File: src/common/ett_pkg.sv
// Purpose: constants, types and carriers for the event triggered transfer engine
// Assumes: plain register port, 16-bit register data, 32-bit memory master
// Notes: Behaviour
package ett_pkg;
	localparam int          NSRC      = 40;
	localparam logic [3:0]  OFF_EN4   = 4'h4;
	localparam logic [3:0]  OFF_CSR   = 4'h6;
	localparam logic [3:0]  OFF_BASE  = 4'h8;
	localparam int          CSR_NMI   = 10;
	localparam int          CSR_AE    = 9;
	localparam int          CSR_SWEN  = 8;
	localparam int          MD_DTS    = 7;
	localparam int          MD_CHAIN_ENABLE   = 6;
	localparam int          MD_IRQ_EVERY_TRANSFER  = 5;
	localparam int          MD_NMI_FINISH_MODE   = 4;
	localparam logic [1:0]  SZ_BYTE   = 2'h0;
	localparam logic [1:0]  SZ_WORD   = 2'h1;
	localparam logic [1:0]  SZ_LONG   = 2'h2;
	localparam logic [1:0]  MODE_NORM = 2'h0;
	localparam logic [1:0]  MODE_REP  = 2'h1;
	localparam logic [1:0]  MODE_BLK  = 2'h2;
	localparam logic [15:0] VEC_BASE  = 16'h0400;
	localparam logic [31:0] OFS_W1    = 32'h0000_0004;
	localparam logic [31:0] OFS_SAR   = 32'h0000_0008;
	localparam logic [31:0] OFS_DAR   = 32'h0000_000C;
	localparam logic [31:0] DESC_NEXT = 32'h0000_0010;
	localparam logic [15:0] CNT_ONE   = 16'h0001;

	typedef enum logic [3:0] {
		S_IDLE = 4'h0,
		S_VEC  = 4'h1,
		S_W0   = 4'h2,
		S_W1   = 4'h3,
		S_SAR  = 4'h4,
		S_DAR  = 4'h5,
		S_RD   = 4'h6,
		S_WR   = 4'h7,
		S_WB0  = 4'h8,
		S_WBS  = 4'h9,
		S_WBD  = 4'hA
	} ett_state_t;

	typedef struct packed {
		logic        valid;
		logic        write;
		logic [1:0]  size;
		logic [31:0] addr;
		logic [31:0] wdata;
	} ett_mem_req_t;

	typedef struct packed {
		logic        ack;
		logic        err;
		logic [31:0] rdata;
	} ett_mem_rsp_t;
endpackage

File: src/logic/ett_engine.sv
// Purpose: event triggered transfer engine with in-memory descriptors
// Assumes: memory data right-justified; mode word in upper half of first longword
// Notes: enable and request vectors use register layout, index = reg*8 + bit
`timescale 1ns/1ps
`default_nettype none
module ett_engine
(
	input  wire logic                  clk_i,
	input  wire logic                  rst_i,
	input  wire logic                  standby_i,
	input  wire logic                  nmi_pin_i,
	input  wire logic [3:0]            reg_addr_i,
	input  wire logic [15:0]           reg_wdata_i,
	input  wire logic                  reg_wr_i,
	input  wire logic                  reg_rd_i,
	output logic      [15:0]           reg_rdata_o,
	input  wire logic [ett_pkg::NSRC-1:0] src_req_i,
	output logic      [ett_pkg::NSRC-1:0] src_clr_o,
	output logic      [ett_pkg::NSRC-1:0] cpu_irq_o,
	output logic                       sw_irq_o,
	output ett_pkg::ett_mem_req_t      mem_req_o,
	input  wire ett_pkg::ett_mem_rsp_t mem_rsp_i,
	output logic                       busy_o
);
	import ett_pkg::*;

	function automatic logic [31:0] step_addr(input logic [31:0] a, input logic [1:0] m,
		input logic [1:0] sz);
		logic [31:0] inc;
		inc = (sz == SZ_LONG) ? 32'h0000_0004 : ((sz == SZ_WORD) ? 32'h0000_0002 : 32'h0000_0001);
		if (!m[1])
			step_addr = a;
		else if (m[0])
			step_addr = a - inc;
		else
			step_addr = a + inc;
	endfunction

	function automatic logic aligned(input logic [31:0] a, input logic [1:0] sz);
		case (sz)
			SZ_BYTE: aligned = 1'b1;
			SZ_WORD: aligned = !a[0];
			SZ_LONG: aligned = (a[1:0] == 2'h0);
			default: aligned = 1'b0;
		endcase
	endfunction

	// nmi pin synchroniser; edge taken only once stages two and three agree
	logic [2:0] nmi_s_ff;
	logic [2:0] nxt_nmi_s;
	logic       nmi_lvl_ff;
	logic       nxt_nmi_lvl;
	logic       nmi_evt_ff;
	logic       nxt_nmi_evt;

	always_comb
	begin
		nxt_nmi_s = {nmi_s_ff[1:0], nmi_pin_i};
		nxt_nmi_lvl = (nmi_s_ff[1] == nmi_s_ff[2]) ? nmi_s_ff[2] : nmi_lvl_ff;
		nxt_nmi_evt = nxt_nmi_lvl & ~nmi_lvl_ff;
	end

	always_ff @(posedge clk_i)
	begin
		if (rst_i)
		begin
			nmi_s_ff <= 3'h0;
			nmi_lvl_ff <= 1'b0;
			nmi_evt_ff <= 1'b0;
		end
		else
		begin
			nmi_s_ff <= nxt_nmi_s;
			nmi_lvl_ff <= nxt_nmi_lvl;
			nmi_evt_ff <= nxt_nmi_evt;
		end
	end

	ett_state_t      state_ff, nxt_state;
	ett_mem_req_t    req_ff, nxt_req;
	logic [NSRC-1:0] en_ff, nxt_en;
	logic [NSRC-1:0] snap_ff, nxt_snap;
	logic [NSRC-1:0] arm_ff, nxt_arm;
	logic [NSRC-1:0] clr_ff, nxt_clr;
	logic [NSRC-1:0] irq_ff, nxt_irq;
	logic            nmi_stop_flag_ff, nxt_nmi_stop_flag;
	logic            ae_ff, nxt_ae;
	logic            swen_ff, nxt_swen;
	logic [7:0]      vec_ff, nxt_vec;
	logic [2:0]      csr_arm_ff, nxt_csr_arm;
	logic            pend_ff, nxt_pend;
	logic [15:0]     base_ff, nxt_base;
	logic [15:0]     rdata_ff, nxt_rdata;
	logic            swirq_ff, nxt_swirq;
	logic [15:0]     md_ff, nxt_md;
	logic [15:0]     cnt_ff, nxt_cnt;
	logic [31:0]     iar_ff, nxt_iar;
	logic [31:0]     sar_ff, nxt_sar;
	logic [31:0]     dar_ff, nxt_dar;
	logic [31:0]     start_ff, nxt_start;
	logic [31:0]     data_ff, nxt_data;
	logic [31:0]     blk_ff, nxt_blk;
	logic [15:0]     ucnt_ff, nxt_ucnt;
	logic [5:0]      src_ff, nxt_src;
	logic            sw_ff, nxt_sw;
	logic            raise_ff, nxt_raise;

	logic [NSRC-1:0] hot;
	logic            hw_any;
	logic [5:0]      hw_idx;
	logic [5:0]      hw_rank;
	logic [31:0]     nsar;
	logic [31:0]     ndar;
	logic [1:0]      mode;
	logic [1:0]      sz;
	logic            ack;
	int              r;
	int              idx;

	always_comb
	begin
		nxt_state = state_ff;
		nxt_en = en_ff;
		nxt_snap = snap_ff;
		nxt_arm = arm_ff;
		nxt_clr = '0;
		nxt_irq = '0;
		nxt_nmi_stop_flag = nmi_stop_flag_ff;
		nxt_ae = ae_ff;
		nxt_swen = swen_ff;
		nxt_vec = vec_ff;
		nxt_csr_arm = csr_arm_ff;
		nxt_pend = pend_ff;
		nxt_base = base_ff;
		nxt_rdata = 16'h0000;
		nxt_swirq = 1'b0;
		nxt_md = md_ff;
		nxt_cnt = cnt_ff;
		nxt_iar = iar_ff;
		nxt_sar = sar_ff;
		nxt_dar = dar_ff;
		nxt_start = start_ff;
		nxt_data = data_ff;
		nxt_blk = blk_ff;
		nxt_ucnt = ucnt_ff;
		nxt_src = src_ff;
		nxt_sw = sw_ff;
		nxt_raise = raise_ff;
		mode = md_ff[11:10];
		sz = md_ff[9:8];
		ack = req_ff.valid & mem_rsp_i.ack;
		nsar = step_addr(sar_ff, md_ff[15:14], sz);
		ndar = step_addr(dar_ff, md_ff[13:12], sz);
		hot = src_req_i & en_ff;
		hw_any = |hot;
		hw_idx = 6'h00;
		hw_rank = 6'h00;
		// rank 0 is register 0 bit 7; the last hit in the loop is the most urgent
		for (int q = NSRC - 1; q >= 0; q--)
		begin
			idx = (q / 8) * 8 + 7 - (q % 8);
			if (hot[idx])
			begin
				hw_idx = 6'(idx);
				hw_rank = 6'(q);
			end
		end

		case (state_ff)
			S_IDLE:
			begin
				// no start while either stop flag is up
				if (!nmi_stop_flag_ff && !ae_ff && !standby_i)
				begin
					if (hw_any)
					begin
						nxt_src = hw_idx;
						nxt_sw = 1'b0;
						nxt_start = {16'h0000, VEC_BASE + {9'h000, hw_rank, 1'b0}};
						nxt_state = S_VEC;
					end
					else if (pend_ff && swen_ff)
					begin
						nxt_sw = 1'b1;
						nxt_pend = 1'b0;
						nxt_start = {16'h0000, VEC_BASE + {8'h00, vec_ff}};
						nxt_state = S_VEC;
					end
				end
			end
			S_VEC:
				if (ack)
				begin
					nxt_start = {base_ff, mem_rsp_i.rdata[15:0]};
					nxt_state = (mem_rsp_i.rdata[1:0] == 2'h0) ? S_W0 : S_IDLE;
					nxt_ae = ae_ff | (mem_rsp_i.rdata[1:0] != 2'h0);
				end
			S_W0:
				if (ack)
				begin
					nxt_md = mem_rsp_i.rdata[31:16];
					nxt_cnt = mem_rsp_i.rdata[15:0];
					nxt_state = S_W1;
				end
			S_W1:
				if (ack)
				begin
					nxt_iar = mem_rsp_i.rdata;
					nxt_ucnt = mem_rsp_i.rdata[15:0];
					nxt_state = S_SAR;
				end
			S_SAR:
				if (ack)
				begin
					nxt_sar = mem_rsp_i.rdata;
					nxt_state = S_DAR;
				end
			S_DAR:
				if (ack)
				begin
					nxt_dar = mem_rsp_i.rdata;
					nxt_blk = md_ff[MD_DTS] ? sar_ff : mem_rsp_i.rdata;
					// misaligned addresses or reserved codes count as an address error
					if (!aligned(sar_ff, sz) || !aligned(mem_rsp_i.rdata, sz) ||
						(mode == 2'h3))
					begin
						nxt_ae = 1'b1;
						nxt_state = S_IDLE;
					end
					else if (nmi_stop_flag_ff && !md_ff[MD_NMI_FINISH_MODE])
						nxt_state = S_IDLE;
					else
						nxt_state = S_RD;
				end
			S_RD:
				if (ack)
				begin
					nxt_data = mem_rsp_i.rdata;
					nxt_state = S_WR;
				end
			S_WR:
				if (ack)
				begin
					nxt_sar = nsar;
					nxt_dar = ndar;
					if (mode == MODE_BLK && ucnt_ff != CNT_ONE)
					begin
						nxt_ucnt = ucnt_ff - CNT_ONE;
						nxt_state = (nmi_stop_flag_ff && !md_ff[MD_NMI_FINISH_MODE]) ? S_IDLE : S_RD;
					end
					else
					begin
						nxt_state = S_WB0;
						if (mode == MODE_BLK)
						begin
							nxt_sar = md_ff[MD_DTS] ? blk_ff : nsar;
							nxt_dar = md_ff[MD_DTS] ? ndar : blk_ff;
						end
						if (mode == MODE_REP)
						begin
							if (cnt_ff[7:0] == 8'h01)
							begin
								nxt_cnt = {cnt_ff[15:8], cnt_ff[15:8]};
								nxt_sar = md_ff[MD_DTS] ? iar_ff : nsar;
								nxt_dar = md_ff[MD_DTS] ? ndar : iar_ff;
							end
							else
								nxt_cnt = {cnt_ff[15:8], cnt_ff[7:0] - 8'h01};
						end
						else
							nxt_cnt = cnt_ff - CNT_ONE;
						nxt_raise = md_ff[MD_IRQ_EVERY_TRANSFER] | (mode != MODE_REP && cnt_ff == CNT_ONE);
					end
				end
			S_WB0:
				if (ack)
					nxt_state = S_WBS;
			S_WBS:
				if (ack)
					nxt_state = S_WBD;
			S_WBD:
				if (ack)
				begin
					if (md_ff[MD_CHAIN_ENABLE] && !nmi_stop_flag_ff)
					begin
						nxt_start = start_ff + DESC_NEXT;
						nxt_state = S_W0;
					end
					else
					begin
						nxt_state = S_IDLE;
						if (sw_ff)
						begin
							nxt_swirq = raise_ff;
							nxt_swen = raise_ff;
						end
						else if (raise_ff)
						begin
							nxt_irq[src_ff] = 1'b1;
							nxt_en[src_ff] = 1'b0;
						end
						else
							nxt_clr[src_ff] = 1'b1;
					end
				end
			default:
				nxt_state = S_IDLE;
		endcase
		if (ack && mem_rsp_i.err && state_ff != S_IDLE)
		begin
			nxt_ae = 1'b1;
			nxt_state = S_IDLE;
		end

		// register port, after engine updates so software writes override them
		r = int'(reg_addr_i[2:0]);
		if (reg_rd_i)
		begin
			if (reg_addr_i <= OFF_EN4)
			begin
				nxt_rdata = {8'h00, en_ff[r*8 +: 8]};
				nxt_snap[r*8 +: 8] = en_ff[r*8 +: 8];
				nxt_arm[r*8 +: 8] = 8'hFF;
			end
			else if (reg_addr_i == OFF_CSR)
			begin
				nxt_rdata = {5'h00, nmi_stop_flag_ff, ae_ff, swen_ff, vec_ff};
				nxt_csr_arm = {nmi_stop_flag_ff, ae_ff, swen_ff};
			end
			else if (reg_addr_i == OFF_BASE)
				nxt_rdata = base_ff;
		end
		if (reg_wr_i)
		begin
			if (reg_addr_i <= OFF_EN4)
			begin
				for (int b = 0; b < 8; b++)
					if (arm_ff[r*8+b] && reg_wdata_i[b] != snap_ff[r*8+b])
						nxt_en[r*8+b] = reg_wdata_i[b];
				nxt_arm[r*8 +: 8] = 8'h00;
			end
			else if (reg_addr_i == OFF_CSR)
			begin
				if (csr_arm_ff[2] && !reg_wdata_i[CSR_NMI])
					nxt_nmi_stop_flag = 1'b0;
				if (csr_arm_ff[1] && !reg_wdata_i[CSR_AE])
					nxt_ae = 1'b0;
				if (reg_wdata_i[CSR_SWEN])
				begin
					nxt_swen = 1'b1;
					nxt_pend = 1'b1;
				end
				else if (csr_arm_ff[0])
					nxt_swen = 1'b0;
				if (!swen_ff)
					nxt_vec = reg_wdata_i[7:0];
				nxt_csr_arm = 3'h0;
			end
			else if (reg_addr_i == OFF_BASE)
				nxt_base = reg_wdata_i;
		end
		// nmi event and bus error sets win over a software clear in the same cycle; standby still clears both flags
		if (nmi_evt_ff)
			nxt_nmi_stop_flag = 1'b1;
		if (ack && mem_rsp_i.err && state_ff != S_IDLE)
			nxt_ae = 1'b1;
		if (standby_i)
		begin
			nxt_en = '0;
			nxt_arm = '0;
			nxt_nmi_stop_flag = 1'b0;
			nxt_ae = 1'b0;
			nxt_swen = 1'b0;
			nxt_vec = 8'h00;
			nxt_csr_arm = 3'h0;
			nxt_pend = 1'b0;
			nxt_state = S_IDLE;
		end

		// bus request follows the next state, held until acknowledged
		nxt_req.valid = (nxt_state != S_IDLE);
		nxt_req.write = (nxt_state == S_WR) || (nxt_state == S_WB0) ||
			(nxt_state == S_WBS) || (nxt_state == S_WBD);
		nxt_req.size = SZ_LONG;
		nxt_req.addr = nxt_start;
		nxt_req.wdata = 32'h0000_0000;
		case (nxt_state)
			S_VEC: nxt_req.size = SZ_WORD;
			S_W1: nxt_req.addr = nxt_start + OFS_W1;
			S_SAR: nxt_req.addr = nxt_start + OFS_SAR;
			S_DAR: nxt_req.addr = nxt_start + OFS_DAR;
			S_RD:
			begin
				nxt_req.size = nxt_md[9:8];
				nxt_req.addr = nxt_sar;
			end
			S_WR:
			begin
				nxt_req.size = nxt_md[9:8];
				nxt_req.addr = nxt_dar;
				nxt_req.wdata = nxt_data;
			end
			S_WB0: nxt_req.wdata = {nxt_md, nxt_cnt};
			S_WBS:
			begin
				nxt_req.addr = nxt_start + OFS_SAR;
				nxt_req.wdata = nxt_sar;
			end
			S_WBD:
			begin
				nxt_req.addr = nxt_start + OFS_DAR;
				nxt_req.wdata = nxt_dar;
			end
			default: nxt_req.size = SZ_LONG;
		endcase
	end

	always_ff @(posedge clk_i)
	begin
		if (rst_i)
		begin
			state_ff <= S_IDLE;
			req_ff <= '0;
			en_ff <= '0;
			snap_ff <= '0;
			arm_ff <= '0;
			clr_ff <= '0;
			irq_ff <= '0;
			nmi_stop_flag_ff <= 1'b0;
			ae_ff <= 1'b0;
			swen_ff <= 1'b0;
			vec_ff <= 8'h00;
			csr_arm_ff <= 3'h0;
			pend_ff <= 1'b0;
			rdata_ff <= 16'h0000;
			swirq_ff <= 1'b0;
			md_ff <= 16'h0000;
			cnt_ff <= 16'h0000;
			iar_ff <= 32'h0000_0000;
			sar_ff <= 32'h0000_0000;
			dar_ff <= 32'h0000_0000;
			start_ff <= 32'h0000_0000;
			data_ff <= 32'h0000_0000;
			blk_ff <= 32'h0000_0000;
			ucnt_ff <= 16'h0000;
			src_ff <= 6'h00;
			sw_ff <= 1'b0;
			raise_ff <= 1'b0;
		end
		else
		begin
			state_ff <= nxt_state;
			req_ff <= nxt_req;
			en_ff <= nxt_en;
			snap_ff <= nxt_snap;
			arm_ff <= nxt_arm;
			clr_ff <= nxt_clr;
			irq_ff <= nxt_irq;
			nmi_stop_flag_ff <= nxt_nmi_stop_flag;
			ae_ff <= nxt_ae;
			swen_ff <= nxt_swen;
			vec_ff <= nxt_vec;
			csr_arm_ff <= nxt_csr_arm;
			pend_ff <= nxt_pend;
			rdata_ff <= nxt_rdata;
			swirq_ff <= nxt_swirq;
			md_ff <= nxt_md;
			cnt_ff <= nxt_cnt;
			iar_ff <= nxt_iar;
			sar_ff <= nxt_sar;
			dar_ff <= nxt_dar;
			start_ff <= nxt_start;
			data_ff <= nxt_data;
			blk_ff <= nxt_blk;
			ucnt_ff <= nxt_ucnt;
			src_ff <= nxt_src;
			sw_ff <= nxt_sw;
			raise_ff <= nxt_raise;
		end
	end

	// base keeps its content across every reset; software must load it first
	always_ff @(posedge clk_i)
	begin
		base_ff <= nxt_base;
	end

	assign reg_rdata_o = rdata_ff;
	assign src_clr_o = clr_ff;
	assign cpu_irq_o = (src_req_i & ~en_ff) | irq_ff;
	assign sw_irq_o = swirq_ff;
	assign mem_req_o = req_ff;
	assign busy_o = (state_ff != S_IDLE);
endmodule
`default_nettype wire

File: config.mk
export PLATFORM = sky130hd
export DESIGN_NAME = ett_engine
export DESIGN_NICKNAME = d
export VERILOG_FILES = /design/src/common/ett_pkg.sv /design/src/logic/ett_engine.sv
export SDC_FILE = /design/constraint.sdc
export NUM_CORES = 2
export LEC_CHECK = 0
export ABC_AREA = 1
export BUFFER_PORTS_ARGS = -buffer_cell sky130_fd_sc_hd__buf_2
export CORE_MARGIN = 10
export CORE_UTILIZATION = 56
export CTS_CLUSTER_SIZE = 24
export DETAILED_ROUTE_END_ITERATION = 8
export HOLD_SLACK_MARGIN = 0.02
export MAX_ROUTING_LAYER = met4
export PLACE_DENSITY = 0.81
export REMOVE_ABC_BUFFERS = 1
export SLEW_MARGIN = 0
export SYNTH_ARGS = -nofsm -noshare
export SYNTH_HDL_FRONTEND = slang
export SYNTH_SLANG_ARGS = --single-unit
export TNS_END_PERCENT = 20
File: constraint.sdc
create_clock -name clk_i -period 4.8 [get_ports clk_i]
set_input_delay 0.24 -clock clk_i [delete_from_list [all_inputs] [get_ports clk_i]]
set_output_delay 0.24 -clock clk_i [all_outputs]
set_load 0.01 [all_outputs]
==> flow_metrics.env <==
export IMPL_cpMaxStageDelayCell="a22oi_1"
export IMPL_skew_ps=26.7
export IMPL_wl_per_cell_um=24.2
export IMPL_yosysSeqAreaShare_pct=34.0
export IMPL_cts_root_buf="clkbuf_16"
export IMPL_syn_area_um2=34200
export IMPL_r2r_start="state_ff[3]$_SDFF_PP0_"
export IMPL_gp_congestion=1.08
export IMPL_synth_xor_area_share_pct=1.08
export IMPL_slew_viol_final=0
export IMPL_numCtsBuffers=59
export IMPL_internal_power_mw=7.87
export IMPL_drc=5
export IMPL_vias=39700
export IMPL_fp_dieArea_um2=71400
export IMPL_cts_setup_buffers=0
export IMPL_finalNetCount=5518
export IMPL_place_hpwl_mm=109
export IMPL_synth_compound_area_share_pct=25.3
export IMPL_met2_usage_pct=58.1
export IMPL_rsz0062_at_grt="false"
export IMPL_combPwrFrac_pct=4.7
export IMPL_crit_top_cell="nor2_1"
export IMPL_p_sw_mw=2.53
export IMPL_coreArea_um2=60500
export IMPL_synth_simple_area_share_pct=26.6
export IMPL_drive_gt1_share_pct=12.9
export IMPL_maxCapViolCount=0
export IMPL_ir_drop_mv=0.330
export IMPL_chipHeight_um=267
export IMPL_synth_cell_types=84
export IMPL_fillCellCount=5565
export IMPL_failed_checks="DRC"
export IMPL_critPathCaptureType="flop"
export IMPL_worst_pin_slew_ps=1300
export IMPL_cellPowerDensity_nw_per_um2=266
export IMPL_max_slew_margin_rel_pct=12.8
export IMPL_final_cells=6188
export IMPL_async_flop_share_pct=0
export IMPL_grt_pass1_vias=36300
export IMPL_outcome="finished, violations left"
export IMPL_globalRouteMet1Util_pct=52.0
export IMPL_ctsLongestPathBuffers=3
export IMPL_ys_ff_latch=573
export IMPL_synthMuxAreaShare_pct=0.501
export IMPL_cts_tree="built"
export IMPL_path_clk_slew_ps=70
export IMPL_grt_start_max_net_pins=86
export IMPL_syn2layout_area_growth_pct=14.4
export IMPL_grtUsageTotal_pct=41.5
export IMPL_finalCriticalPeriod_ps=4590
export IMPL_fmax_mhz=218
export IMPL_insertion_delay_ps=680
export IMPL_dp_cells=6008
export IMPL_p_clk_share_pct=49.1
export IMPL_synth_ff_type="dfxtp_1"
export IMPL_seqPwrFrac_pct=46.2
export IMPL_die_x_um=267
export IMPL_swShare_pct=24.3
export IMPL_viasPerCell=6.42
export IMPL_io_buffer_count=265
export IMPL_required_ps=5340
export IMPL_final_hold_violation_count=0
export IMPL_clock_sinks=573
export IMPL_period_share_pct=95.6
export IMPL_worstPathArrival_ps=5130
export IMPL_num_rows=90
export IMPL_finish_utilization_pct=64.7
export IMPL_cp_startpoint="state_ff[3]$_SDFF_PP0_"
export IMPL_synth_cells=5080
export IMPL_critical_path_cell_chain="inv_2 -> nor2_1 -> inv_1 -> nor2_4 -> buf_4 -> o21ai_0 -> a21oi_1 -> nor3_1 -> a22oi_1 -> ha_1 -> inv_1 -> nor2_1 -> nand2_1 -> nor2_4 -> inv_2 -> nor2_2 -> nand3_1 -> a31oi_1 -> o21ai_0 -> nor2_1 -> a21oi_1"
export IMPL_cts_max_level=2
export IMPL_synth_edff_count=16
export IMPL_startpoint_type="flop"
export IMPL_drt_iter0_drc=6818
export IMPL_cpPeakStageDelay_ps=520
export IMPL_worstHoldStart="src_req_i[5]"
export IMPL_grt_met3_usage_pct=14.0
export IMPL_yosysWarnings=0
export IMPL_static_leakage_power_nw=16.6
export IMPL_synth_avg_cell_area_um2=6.73
export IMPL_start_util_pct=56.6
export IMPL_top_usage_layer="met2"
export IMPL_hold_class="in2reg"
export IMPL_io_pins=266
export IMPL_grt_pass1_wl_mm=222
export IMPL_synth_fa_ha_area_share_pct=2.96
export IMPL_finalSetupViolations=0
export IMPL_critPathMaxFanout=21
export IMPL_path_class="reg2reg"
export IMPL_synth_top_family_by_area="simple AND/OR/NAND/NOR gates"
export IMPL_dr_pass1_iters=9
export IMPL_totalWireLength_mm=150
export IMPL_ant_nets=0
export IMPL_antenna_found_initial=14
export IMPL_grt_overflow=0
-- cells in the mapped netlist, types with 49 or more instances --
| cell | count | area, µm² |
|---|---|---|
| nor2_1 | 678 | 2540 |
| nor3_1 | 109 | 546 |
| inv_2 | 53 | 199 |
| a221oi_1 | 50 | 438 |
| a21oi_1 | 404 | 2020 |
| a211oi_1 | 74 | 556 |
| nand2_1 | 831 | 3120 |
| o211ai_1 | 56 | 420 |
| o22ai_1 | 128 | 801 |
| dfxtp_1 | 557 | 11200 |
| o21ai_0 | 377 | 1890 |
| a31oi_1 | 72 | 450 |
| nand3_1 | 269 | 1350 |
| clkbuf_1 | 180 | 676 |
| inv_1 | 559 | 2100 |
| nand4_1 | 49 | 307 |
| ha_1 | 76 | 951 |
-- path summary, 6_finish.rpt --
check	to	slack, ps	depth (start not counted)
max	mem_req_o[45]$_SDFF_PP0_	210	21
min	src_ff[0]$_SDFFE_PP0P_	90	4
max reg2reg	mem_req_o[45]$_SDFF_PP0_	210	21
min reg2reg	nmi_s_ff[1]$_SDFF_PP0_	420	2
-- power groups by stage --
stage | clock network [mW] | registers (mW) | logic [mW]
2_1_floorplan | 0 | 4.91 | 0.179
3_3_place_gp | 0 | 4.91 | 0.433
3_5_place_dp | 0 | 4.91 | 0.436
4_1_cts | 5.07 | 4.81 | 0.472
5_1_grt | 5.27 | 4.81 | 0.515
6_report | 5.10 | 4.81 | 0.494
-- final cells by class --
cell class	count	area, µm²	area share (%)
clock inverters	30	418	1.07
repair buffers	425	2670	6.81
multi-input cells	3653	19300	49.4
flip-flops and latches	573	11600	29.7
clock buffers	82	1700	4.35
well taps	782	978	2.50
inverters	627	2360	6.04
diodes	16	40.0	0.102
-- per-layer routing --
metal | wire [µm] | part of all wire, % | vias up
li1 | - | - | 17800
met1 | 56200 | 38 | 18200
met2 | 60600 | 41 | 3129
met3 | 23300 | 16 | 603
met4 | 9400 | 6.3 | 0
met5 | 0 | 0 | -
-- timing repair --
item,CTS,global route
hold endpoints to repair,86,0
resized for setup,0,1
hold buffers,52,0
setup endpoints to repair,0,1
-- sequential cells by signal, summed over array words and instances (netlist names), 32 cells and up --
| register | flops |
|---|---|
| arm_ff | 40 |
| blk_ff | 32 |
| dar_ff | 32 |
| data_ff | 32 |
| en_ff | 40 |
| iar_ff | 32 |
| irq_ff | 40 |
| mem_req_o | 68 |
| sar_ff | 32 |
| snap_ff | 40 |
| src_clr_o | 40 |
| start_ff | 32 |
-- kinds of logic after synthesis --
kind of cell    count (synthesis)
compound gates               1421
fa+ha+maj                      79
simple gates                 2094
mux                            17
flops                         573
xor+xnor                       42
buf+inv                       854
-- layout by cell type, fill, tap and decap left out, drive strengths merged, types with 11 or more instances in the layout --
cell type | Yosys | final
nand2 | 859 | 859
mux2i | 16 | 16
nor2 | 724 | 724
nor4 | 13 | 13
o21ai | 410 | 410
a22oi | 29 | 29
inv | 614 | 619
diode | 0 | 16
dlygate4sd3 | 0 | 52
o2111ai | 12 | 12
o21a | 21 | 21
o22ai | 129 | 129
o21bai | 18 | 18
a221oi | 50 | 50
ha | 76 | 76
clkinv | 13 | 24
or2 | 45 | 45
a2111oi | 13 | 13
clkbuf | 180 | 83
edfxtp | 16 | 16
nand3 | 273 | 273
xor2 | 31 | 31
nand4 | 51 | 51
nor3 | 117 | 117
o221ai | 23 | 23
xnor2 | 11 | 11
a211oi | 74 | 74
a21o | 45 | 45
o211ai | 56 | 56
a21oi | 409 | 409
dfxtp | 557 | 557
a31oi | 72 | 72
buf | 47 | 372
-- critical path: cells and delay by family (launching register included) --
kind,cells,cell delay (ps)
simple gates,9,1630
fa+ha+maj,1,390
compound gates,6,1360
buf+inv,5,670
flops,1,410
-- stage by stage --
step	area [µm²]	power [mW]	hold slack, ps	worst slack (ps)	TNS (ps)
after floorplan	33300	5.09	309	-1330	-80060
after global placement	36500	5.35	407	464	0
after detailed placement	36500	5.35	407	473	0
after CTS	39100	10.3	70.7	440	0
after global routing	39100	10.6	129	37.7	0
final	39100	10.4	86.2	210	0
Note: power is estimated with default switching activity, not from simulation.
